### src/inc/pmt_pkg.sv
/*
  Package for the 8-bit period match timer: register offsets, field positions,
  reset values, timing constants and the carrier types shared by the design.
  Assumes a 32-bit APB slave with one aligned word per register.
*/
package pmt_pkg;

  // ----------------------------------------------------------------------
  // Register map (byte addresses)
  // ----------------------------------------------------------------------
  localparam logic [7:0] PMT_OFS_CONTROL = 8'h00;
  localparam logic [7:0] PMT_OFS_COUNT   = 8'h04;
  localparam logic [7:0] PMT_OFS_PERIOD  = 8'h08;
  localparam logic [7:0] PMT_OFS_FLAGS   = 8'h0C;
  localparam logic [7:0] PMT_OFS_IRQ_EN  = 8'h10;
  localparam logic [7:0] PMT_OFS_INTCTL  = 8'h14;

  // ----------------------------------------------------------------------
  // Field positions
  // ----------------------------------------------------------------------
  localparam int PMT_CTL_PRE_LSB  = 0;
  localparam int PMT_CTL_RUN_BIT  = 2;
  localparam int PMT_CTL_POST_LSB = 3;
  localparam int PMT_FLAG_BIT     = 1;
  localparam int PMT_IE_BIT       = 1;
  localparam int PMT_PERIPHERAL_IRQ_MASTER_ENABLE_BIT     = 0;
  localparam int PMT_GIE_BIT      = 1;

  // Writable masks of the 8-bit registers; unimplemented bits read zero.
  localparam logic [7:0] PMT_CTL_MASK  = 8'h7F;
  localparam logic [7:0] PMT_FLAG_MASK = 8'h02;
  localparam logic [7:0] PMT_IE_MASK   = 8'h02;
  localparam logic [7:0] PMT_ICTL_MASK = 8'h03;

  // ----------------------------------------------------------------------
  // Reset values
  // ----------------------------------------------------------------------
  localparam logic [7:0] PMT_RST_CONTROL = 8'h00;
  localparam logic [7:0] PMT_RST_COUNT   = 8'h00;
  localparam logic [7:0] PMT_RST_PERIOD  = 8'hFF;
  localparam logic [7:0] PMT_RST_ZERO8   = 8'h00;

  // ----------------------------------------------------------------------
  // Timing: instruction clock is the system clock divided by four
  // ----------------------------------------------------------------------
  localparam int         PMT_INSN_DIV     = 4;
  localparam logic [1:0] PMT_INSN_LAST    = 2'(PMT_INSN_DIV - 1);
  localparam logic [3:0] PMT_PRE_LAST_1   = 4'h0;
  localparam logic [3:0] PMT_PRE_LAST_4   = 4'h3;
  localparam logic [3:0] PMT_PRE_LAST_16  = 4'hF;
  localparam logic [1:0] PMT_PRE_CODE_1   = 2'b00;
  localparam logic [1:0] PMT_PRE_CODE_4   = 2'b01;

  // ----------------------------------------------------------------------
  // Carrier types
  // ----------------------------------------------------------------------
  typedef struct packed {
    logic       run_enable;
    logic [1:0] prescale_select;
    logic [3:0] postscale_select;
  } pmt_ctl_t;

  typedef struct packed {
    logic       wr_count;
    logic       wr_control;
    logic [7:0] wdata;
  } pmt_wr_t;

endpackage

### src/pmt_prescaler.sv
/*
  Instruction-clock divider and selectable prescaler of the period match timer.
  Assumes a clock enable from the top and a synchronous clear pulse from count and control writes.
*/
`timescale 1ns/1ps
module pmt_prescaler (
  // Clock and reset
  input  wire logic             ref_clk_i,
  input  wire logic             rst_n_i,
  input  wire logic             clk_en_i,
  // Control
  input  wire logic             run_i,
  input  wire logic             clear_i,
  input  wire logic [1:0]       prescale_select_i,
  // Output
  output logic                  tick_o
);
  import pmt_pkg::*;

  logic [1:0] insn_div_r;
  logic [3:0] pre_cnt_r;
  logic [3:0] pre_last;
  logic       insn_tick;

  // Last count of the selected prescale ratio.
  always_comb begin
    unique case (prescale_select_i)
      PMT_PRE_CODE_1: pre_last = PMT_PRE_LAST_1;
      PMT_PRE_CODE_4: pre_last = PMT_PRE_LAST_4;
      default:        pre_last = PMT_PRE_LAST_16;
    endcase
  end

  // The instruction clock free-runs so the timer sees the same Q-cycle cadence as the CPU.
  always_ff @(posedge ref_clk_i or negedge rst_n_i) begin
    if (!rst_n_i) begin
      insn_div_r <= '0;
    end else if (clk_en_i) begin
      insn_div_r <= insn_div_r + 2'd1;
    end
  end

  assign insn_tick = (insn_div_r == PMT_INSN_LAST);

  // Prescale counter; cleared by count and control writes, held while the timer is off.
  always_ff @(posedge ref_clk_i or negedge rst_n_i) begin
    if (!rst_n_i) begin
      pre_cnt_r <= '0;
    end else if (clk_en_i) begin
      if (clear_i) begin
        pre_cnt_r <= '0;
      end else if (run_i && insn_tick) begin
        pre_cnt_r <= (pre_cnt_r >= pre_last) ? 4'h0 : pre_cnt_r + 4'd1;
      end
    end
  end

  assign tick_o = run_i && !clear_i && insn_tick && (pre_cnt_r >= pre_last);

endmodule

### src/pmt_postscaler.sv
/*
  Postscaler of the period match timer: counts match events and pulses at the ratio.
  Assumes match pulses and a synchronous clear from the top.
*/
`timescale 1ns/1ps
module pmt_postscaler (
  // Clock and reset
  input  wire logic             ref_clk_i,
  input  wire logic             rst_n_i,
  input  wire logic             clk_en_i,
  // Control
  input  wire logic             clear_i,
  input  wire logic             match_i,
  input  wire logic [3:0]       postscale_select_i,
  // Output
  output logic                  out_o
);
  import pmt_pkg::*;

  logic [3:0] post_cnt_r;

  // Count matches; the field value is the last count, so ratio is field plus one.
  always_ff @(posedge ref_clk_i or negedge rst_n_i) begin
    if (!rst_n_i) begin
      post_cnt_r <= '0;
    end else if (clk_en_i) begin
      if (clear_i) begin
        post_cnt_r <= '0;
      end else if (match_i) begin
        post_cnt_r <= (post_cnt_r >= postscale_select_i) ? 4'h0 : post_cnt_r + 4'd1;
      end
    end
  end

  assign out_o = match_i && !clear_i && (post_cnt_r >= postscale_select_i);

endmodule

### src/pmt_timer.sv
/*
  Top of the 8-bit period match timer with its APB register slave.
  Assumes a 100 MHz system clock, an APB master on the same clock and
  a CPU-side reset that covers every kind of device reset.
  Writes land at the edge that completes the access; reads are captured one edge earlier.
*/
`timescale 1ns/1ps
module pmt_timer (
  // Clock, reset and enable
  input  wire logic             ref_clk_i,
  input  wire logic             rst_n_i,
  input  wire logic             clk_en_i,
  // APB slave
  input  wire logic             psel_i,
  input  wire logic             penable_i,
  input  wire logic             pwrite_i,
  input  wire logic [7:0]       paddr_i,
  input  wire logic [31:0]      pwdata_i,
  input  wire logic [3:0]       pstrb_i,
  output logic [31:0]           prdata_o,
  output logic                  pready_o,
  output logic                  pslverr_o,
  // Interrupt request
  output logic                  irq_o
);
  import pmt_pkg::*;

  // ----------------------------------------------------------------------
  // Registers
  // ----------------------------------------------------------------------
  pmt_ctl_t   ctl_r;
  logic [7:0] count_value_r;
  logic [7:0] period_value_r;
  logic       flag_r;
  logic       irq_en_r;
  logic       peripheral_irq_master_enable_r;
  logic       gie_r;
  logic [31:0] prdata_r;
  logic        pready_r;
  logic        pslverr_r;
  logic        irq_r;

  logic       pre_tick;
  logic       match;
  logic       post_out;
  logic       wr_access;
  logic       scaler_clear;
  logic       known_addr;
  logic [7:0] ctl_byte;
  pmt_wr_t    wr;

  // A write takes effect in the access cycle while pready is high.
  function automatic logic hit(input logic [7:0] a, input logic [7:0] ofs);
    return a == ofs;
  endfunction

  // ----------------------------------------------------------------------
  // APB decode
  // ----------------------------------------------------------------------
  // One wait state: pready rises in the second access cycle. The write is taken while
  // pready stands, so a register changes exactly at the edge the master sees complete.
  assign wr_access  = psel_i && penable_i && pwrite_i && pready_r && pstrb_i[0];
  assign known_addr = hit(paddr_i, PMT_OFS_CONTROL) || hit(paddr_i, PMT_OFS_COUNT) ||
                      hit(paddr_i, PMT_OFS_PERIOD)  || hit(paddr_i, PMT_OFS_FLAGS) ||
                      hit(paddr_i, PMT_OFS_IRQ_EN)  || hit(paddr_i, PMT_OFS_INTCTL);
  assign wr.wr_count   = wr_access && hit(paddr_i, PMT_OFS_COUNT);
  assign wr.wr_control = wr_access && hit(paddr_i, PMT_OFS_CONTROL);
  assign wr.wdata      = pwdata_i[7:0];
  assign scaler_clear  = wr.wr_count || wr.wr_control;
  assign ctl_byte      = {1'b0, ctl_r.postscale_select, ctl_r.run_enable,
                          ctl_r.prescale_select};

  // ----------------------------------------------------------------------
  // Prescaler and postscaler
  // ----------------------------------------------------------------------
  pmt_prescaler u_pre (
    .ref_clk_i         (ref_clk_i),
    .rst_n_i           (rst_n_i),
    .clk_en_i          (clk_en_i),
    .run_i             (ctl_r.run_enable),
    .clear_i           (scaler_clear),
    .prescale_select_i (ctl_r.prescale_select),
    .tick_o            (pre_tick)
  );

  // A match is counted on the increment that wraps the count to zero.
  assign match = pre_tick && (count_value_r == period_value_r);

  pmt_postscaler u_post (
    .ref_clk_i          (ref_clk_i),
    .rst_n_i            (rst_n_i),
    .clk_en_i           (clk_en_i),
    .clear_i            (scaler_clear),
    .match_i            (match),
    .postscale_select_i (ctl_r.postscale_select),
    .out_o              (post_out)
  );

  // ----------------------------------------------------------------------
  // Control register
  // ----------------------------------------------------------------------
  // Writing control touches neither the count nor the period.
  always_ff @(posedge ref_clk_i or negedge rst_n_i) begin
    if (!rst_n_i) begin
      ctl_r <= pmt_ctl_t'(PMT_RST_CONTROL[6:0]);
    end else if (clk_en_i && wr.wr_control) begin
      ctl_r.prescale_select  <= wr.wdata[PMT_CTL_PRE_LSB +: 2];
      ctl_r.run_enable       <= wr.wdata[PMT_CTL_RUN_BIT];
      ctl_r.postscale_select <= wr.wdata[PMT_CTL_POST_LSB +: 4];
    end
  end

  // ----------------------------------------------------------------------
  // Count register
  // ----------------------------------------------------------------------
  // Software writes win over a coincident increment; the new value is not bumped.
  always_ff @(posedge ref_clk_i or negedge rst_n_i) begin
    if (!rst_n_i) begin
      count_value_r <= PMT_RST_COUNT;
    end else if (clk_en_i) begin
      if (wr.wr_count) begin
        count_value_r <= wr.wdata;
      end else if (match) begin
        count_value_r <= PMT_RST_COUNT;
      end else if (pre_tick) begin
        count_value_r <= count_value_r + 8'd1;
      end
    end
  end

  // ----------------------------------------------------------------------
  // Period register
  // ----------------------------------------------------------------------
  always_ff @(posedge ref_clk_i or negedge rst_n_i) begin
    if (!rst_n_i) begin
      period_value_r <= PMT_RST_PERIOD;
    end else if (clk_en_i && wr_access && hit(paddr_i, PMT_OFS_PERIOD)) begin
      period_value_r <= wr.wdata;
    end
  end

  // ----------------------------------------------------------------------
  // Interrupt flag and enables
  // ----------------------------------------------------------------------
  // The postscaler event wins over a same-cycle software clear so no event is lost.
  always_ff @(posedge ref_clk_i or negedge rst_n_i) begin
    if (!rst_n_i) begin
      flag_r <= 1'b0;
    end else if (clk_en_i) begin
      if (post_out) begin
        flag_r <= 1'b1;
      end else if (wr_access && hit(paddr_i, PMT_OFS_FLAGS)) begin
        flag_r <= wr.wdata[PMT_FLAG_BIT];
      end
    end
  end

  // Enable bits for the request gate.
  always_ff @(posedge ref_clk_i or negedge rst_n_i) begin
    if (!rst_n_i) begin
      irq_en_r <= 1'b0;
      peripheral_irq_master_enable_r   <= 1'b0;
      gie_r    <= 1'b0;
    end else if (clk_en_i && wr_access) begin
      if (hit(paddr_i, PMT_OFS_IRQ_EN)) begin
        irq_en_r <= wr.wdata[PMT_IE_BIT];
      end
      if (hit(paddr_i, PMT_OFS_INTCTL)) begin
        peripheral_irq_master_enable_r <= wr.wdata[PMT_PERIPHERAL_IRQ_MASTER_ENABLE_BIT];
        gie_r  <= wr.wdata[PMT_GIE_BIT];
      end
    end
  end

  // Registered request; it lags the flag by one clock.
  always_ff @(posedge ref_clk_i or negedge rst_n_i) begin
    if (!rst_n_i) begin
      irq_r <= 1'b0;
    end else if (clk_en_i) begin
      irq_r <= flag_r && irq_en_r && peripheral_irq_master_enable_r && gie_r;
    end
  end

  // ----------------------------------------------------------------------
  // APB answer
  // ----------------------------------------------------------------------
  // Read data is captured with pready so it stands for the completing edge.
  always_ff @(posedge ref_clk_i or negedge rst_n_i) begin
    if (!rst_n_i) begin
      pready_r  <= 1'b0;
      pslverr_r <= 1'b0;
      prdata_r  <= '0;
    end else if (clk_en_i) begin
      pready_r  <= psel_i && penable_i && !pready_r;
      pslverr_r <= psel_i && penable_i && !pready_r && !known_addr;
      prdata_r  <= '0;
      if (psel_i && penable_i && !pready_r && !pwrite_i) begin
        unique case (1'b1)
          hit(paddr_i, PMT_OFS_CONTROL): prdata_r[7:0] <= ctl_byte & PMT_CTL_MASK;
          hit(paddr_i, PMT_OFS_COUNT):   prdata_r[7:0] <= count_value_r;
          hit(paddr_i, PMT_OFS_PERIOD):  prdata_r[7:0] <= period_value_r;
          hit(paddr_i, PMT_OFS_FLAGS):   prdata_r[7:0] <= {6'd0, flag_r, 1'b0} & PMT_FLAG_MASK;
          hit(paddr_i, PMT_OFS_IRQ_EN):  prdata_r[7:0] <= {6'd0, irq_en_r, 1'b0} & PMT_IE_MASK;
          hit(paddr_i, PMT_OFS_INTCTL):  prdata_r[7:0] <= {6'd0, gie_r, peripheral_irq_master_enable_r} & PMT_ICTL_MASK;
          default:                       prdata_r[7:0] <= PMT_RST_ZERO8;
        endcase
      end
    end
  end

  assign prdata_o  = prdata_r;
  assign pready_o  = pready_r;
  assign pslverr_o = pslverr_r;
  assign irq_o     = irq_r;
endmodule

### config.mk
export PLATFORM = sky130hd
export DESIGN_NAME = pmt_timer
export DESIGN_NICKNAME = d
export VERILOG_FILES = /design/src/inc/pmt_pkg.sv /design/src/pmt_prescaler.sv /design/src/pmt_postscaler.sv /design/src/pmt_timer.sv
export SDC_FILE = /design/constraint.sdc
export NUM_CORES = 1
export LEC_CHECK = 0
export BUFFER_PORTS_ARGS = -buffer_cell sky130_fd_sc_hd__buf_2
export CAP_MARGIN = 20
export CORE_MARGIN = 1.5
export CORE_UTILIZATION = 53
export DETAILED_ROUTE_END_ITERATION = 16
export GPL_ROUTABILITY_DRIVEN = 0
export MAX_ROUTING_LAYER = met4
export PLACE_DENSITY = 0.92
export SKIP_CTS_REPAIR_TIMING = 1
export SYNTH_ARGS = -nofsm -noshare
export SYNTH_HDL_FRONTEND = slang
export SYNTH_SLANG_ARGS = --single-unit
### constraint.sdc
create_clock -name ref_clk_i -period 2.9 [get_ports ref_clk_i]
set_input_delay 0.29 -clock ref_clk_i [delete_from_list [all_inputs] [get_ports ref_clk_i]]
set_output_delay 0.29 -clock ref_clk_i [all_outputs]
set_load 0.01 [all_outputs]
* Word-level counts from Yosys, hierarchy flattened
Cells that the tools add are included.
** Word-level totals
- Register bits after elaboration :: 48
- Bits of input ports :: 50
- Word-level logic and storage cells :: 89
** Operators by class
- $add $sub $neg :: 4
- $lt $le $gt $ge :: 2
- Eq/ne operators :: 8
- Multiplexer cells :: 14
- Reductions and logical operators :: 45
** Operators by type and width (number)
- 8-bit one-hot mux with 6 select lines :: 1
- 8-bit two-way mux :: 4
- 4-bit two-way mux :: 6
- 1-bit logical AND :: 23
- 8-bit by 4-bit == test with 1-bit output, second input constant :: 2
- 8-bit by 5-bit == test with 1-bit output, second input constant :: 2
- 2-bit AND reduction :: 6
- 4-bit by 1-bit adder with 4-bit output, second input constant :: 2
- 8-bit by 1-bit adder with 8-bit output, second input constant :: 1
- 8-bit by 3-bit == test with 1-bit output, second input constant :: 1
- 8-bit == test :: 1
- 4-bit >= comparator :: 2
- 8-bit logical NOT :: 1
- 4-bit one-hot mux with 2 select lines :: 1
- 1-bit logical OR :: 6
- 2-bit nonzero test :: 3
- 1-bit logical NOT :: 4
- 3-bit nonzero test :: 1
- 2-bit by 1-bit adder with 2-bit output, second input constant :: 1
- 2-bit by 1-bit == test with 1-bit output, second input constant :: 1
- 2-bit == test, second input constant :: 1
- 2-bit logical NOT :: 1
- 1-bit two-way mux :: 2

* Longest topological paths before layout
- Depth after elaboration :: 15
- Gate-level depth with buffers :: 9

* Modules after synthesis
From an unflattened synthesis, not the netlist that was laid out.
** Unflattened totals
- Cells, all modules :: 301
- Area, all modules :: 3090.5 um^2
** Modules (own cells, without submodules)
- pmt_timer :: instances 1, cells each 226, area each 2353.5 um^2, sequential area each 960.9 um^2
- pmt_prescaler :: instances 1, cells each 40, area each 425.4 um^2, sequential area each 150.1 um^2
- pmt_postscaler :: instances 1, cells each 35, area each 311.5 um^2, sequential area each 100.1 um^2

* Worst setup path before layout
OpenSTA, ideal clock, no wires.
- Path kind :: register to register
- Start :: register ctl_r (netlist bit ctl_byte[1])
- End :: register count_value_r[0]
- Arrival :: 2024 ps
- Path slack :: 749 ps
- Stages on the path, launching flop included :: 8
- Path buffers :: 0
- Clock period less this slack :: 2151 ps
- Path through :: dfrtp_1 > or2_2 > ha_1 > nor2b_1 > o21ai_0 > and3_1 > a31oi_1 > mux2_1
** Between the ends
- Word-level cells in the longest chain between the ends :: 7
- Elaborated cells between the ends (all ways) :: 10
** Ends and longest elaborated chain
- start, declared :: line pmt_timer.sv:31 : pmt_ctl_t ctl_r;
- start signal, assigned :: line pmt_timer.sv:105 : ctl_r <= pmt_ctl_t'(PMT_RST_CONTROL[6:0]);
- 2-bit by 1-bit == test with 1-bit output or 2-bit logical NOT (tied branches) :: line pmt_prescaler.sv:27 : unique case (prescale_select_i)
- 4-bit one-hot mux with 2 select lines (*) :: line pmt_prescaler.sv:27
- 4-bit >= comparator (*) :: line pmt_prescaler.sv:58 : assign tick_o = run_i && !clear_i && insn_tick && (pre_cnt_r >= pre_last);
- 1-bit logical AND (*) :: line pmt_prescaler.sv:58
- 1-bit logical AND :: line pmt_timer.sv:87 : assign match = pre_tick && (count_value_r == period_value_r);
- 3-bit nonzero test (no source line) or 8-bit two-way mux (tied branches)
- 2-bit AND reduction (no source line) or 8-bit two-way mux (tied branches)
- end signal, assigned :: line pmt_timer.sv:122 : count_value_r <= wr.wdata;
- end signal, assigned :: line pmt_timer.sv:126 : count_value_r <= count_value_r + 8'd1;
- end, declared :: line pmt_timer.sv:32 : logic [7:0] count_value_r;
Mark *: on every way between the ends. The rest lies on a longest branch, timed or not.
A chain may end at the register's enable or synchronous reset.

* Worst setup path after layout
Ends and elaborated chain as after synthesis.

==> results.toml <==
[synthesis]
synth_warnings = 0
ys_seq_area_share_pct = 40.3
ys_ff_latch = 48
synth_top_area_cell = "dfrtp_1"
synth_compound_area_share_pct = 13.8
ys_async_sr_fraction_pct = 100
synth_simple_gate_area_share_pct = 19.0
synth_commonest_cells = "dfrtp_1, nor2_1, buf_4, nand3_1, nand2_1"
synth_edf_count = 0
synth.most_common_cell = "dfrtp_1"
synth_cell_type_count = 49
synthAdderAreaFrac_pct = 5.00
synth.area.top_cells = "dfrtp_1, dfstp_2, buf_4"
synthMuxAreaShare_pct = 10.4
synth.avg_cell_area_um2 = 9.73
synth_top_area_share_pct = 33.3
synthFlopType = "dfrtp_1"
synth_top_family_by_area = "simple AND/OR/NAND/NOR gates"
synth_cells = 309
synth_xor_area_share_pct = 2.62
synthesis.area_mm2 = 0.00301

[timing]
tns_ps = 0
fmax_mhz = 408
fin_crit_sh_pct = 84.6
clock_skew_ps = 4.68
hold_slack_ps = -2.95
rsz0062_at_grt = "no"
finalSetupViolCount = 0
layout_setup_ws_ps = 446
relSlewSlack_pct = 58.1
drv_slew = 0
hold_viol = 4
fin_crit_ps = 2450
worstMarginPinSlew_ps = 629

[clocking]
clk_pin_slew_ps = 80
clk-insertion-delay-late_ps = 300
root_buffer = "clkbuf_8"
max-clock-path-buffers = 2
cts-buffers-inserted = 5
htree_levels = 2
cts_sinks = 48
cts_tree = "yes"

[setup_path]
cp-start-kind = "flop"
cp_max_fo = 6
crit_arrival_ps = 2640
endpoint_kind = "flop"
crit_type = "reg -> reg"
r2r_cells = 8
crit_required_ps = 3090

[power_and_ir_drop]
leakage_nw = 1.55
ir_drop_uv = 188
fin_total_pwr_w = 0.00124
power_density_mw_per_mm2 = 378

[grt]
antenna_found_initial = 0
grt_pass1_wl_um = 10700
grtUsageTotal_pct = 22.8
overflow = 0
grt_max_degree = 49
grt_pass1_vias = 2253

[layout]
multi_input_area_mm2 = 0.00162
drive_above_1_share_pct = 22.6
seqCellArea_mm2 = 0.00121
final_nets = 406
antenna_cells = 0
areaGrowthSynthToFinish_pct = 8.95
nFillCells = 435

[outcome]
outcome = "finished, violations left"
violations = "hold timing"

[placement]
port_buffers = 33
dp_hpwl_um = 4830
place_ws_ps = 471

[floorplan]
die_area_mm2 = 0.00613
initial_core_util_pct = 54.9
die_x_um = 78.3
core-area_mm2 = 0.00547
io_pins = 85
rows = 27
die_h_um = 78.3

[detailed_routing]
drt-wirelength-per-cell_um = 15.4
drt_iter0_drc = 265
final_antenna_net_count = 0
num_vias = 2397
post-route-drc-count = 0
vias_per_cell = 5.75
drt_wl_total_um = 6420
dr.pass1.iters = 4

[min_path]
hp-class = "in -> async"

[job]
max_cap_violations = 0
## cells in the final DEF (no fill, tap or decap), drive strengths merged, types with 9 or more instances in the layout
cell	netlist	routed
a21oi	13	13
buf	28	37
conb	1	24
dfrtp	40	40
ha	12	12
inv	13	13
mux2	17	17
mux2i	10	10
nand2	18	18
nand3	22	22
nor2	26	26
o21ai	19	19
o2bb2ai	11	11
xor2	9	9
## logic make-up (layout without fill, tap and decap cells)
group | Yosys count | count (layout)
compound gates | 61 | 61
xor+xnor | 9 | 9
fa+ha+maj | 12 | 12
buf+inv | 45 | 58
flops | 48 | 48
mux | 28 | 28
other cells | 1 | 24
simple gates | 105 | 105
## metrics by stage
step	cells	utilization, %	area (um^2)
after floorplan	332	-	3090
after global placement	408	57.7	3160
after detailed placement	408	57.7	3160
after CTS	416	59.3	3250
after global routing	417	59.8	3270
final	417	59.8	3270
## final cells by class
class	count	area share (%)
clock buffer	8	2.75
inverter	13	1.49
multi-input combinational	239	49.4
sequential	48	37.0
tap	72	2.75
timing repair buffer	37	6.57
## sequential cells by signal, indices dropped and copies added (netlist names)
signal / flops
irq_o: 1
prdata_o: 8
u_pre.pre_cnt_r: 4
pslverr_o: 1
irq_en_r: 1
u_post.post_cnt_r: 4
pready_o: 1
ctl_byte: 7
flag_r: 1
peripheral_irq_master_enable_r: 1
gie_r: 1
count_value_r: 8
period_value_r: 8
u_pre.insn_div_r: 2
## worst paths after layout
check | start | to | slack [ps]
max in group asynchronous | rst_n_i | period_value_r[0] | 2300
min in group ref_clk_i | pwdata_i[6] | ctl_byte[6] | 240
max reg2reg | ctl_byte[1] | count_value_r[0] | 450
max | ctl_byte[1] | count_value_r[0] | 450
min | rst_n_i | prdata_o[5] | -3
min reg2reg | prdata_o[5] | prdata_o[5] | 490
## metal layers
metal  GRT usage (%)  vias to the layer above  wire length [um]
li1                -                     1140                 -
met1            27.8                     1147              2640
met2            38.3                       96              3220
met3            4.19                       14               414
met4            7.68                        0               133
met5               -                        -                 0
## where the power goes
| part | internal (W) | leakage, nW | switching [W] |
|---|---|---|---|
| combinational | 0.0000461 | 0.912 | 0.0000797 |
| sequential | 0.000688 | 0.589 | 0.0000120 |
| clock | 0.000195 | 0.0455 | 0.000217 |
## worst max-delay path, stage by stage, from the launching register on
cell and delay, ps:
dfrtp_1 410, or2_2 320, ha_1 280, nor2b_1 50
o21ai_0 230, nand3_1 240, nor3_2 450, o31ai_2 90
mux2_1 290
Power figures use the tool's default switching activity.
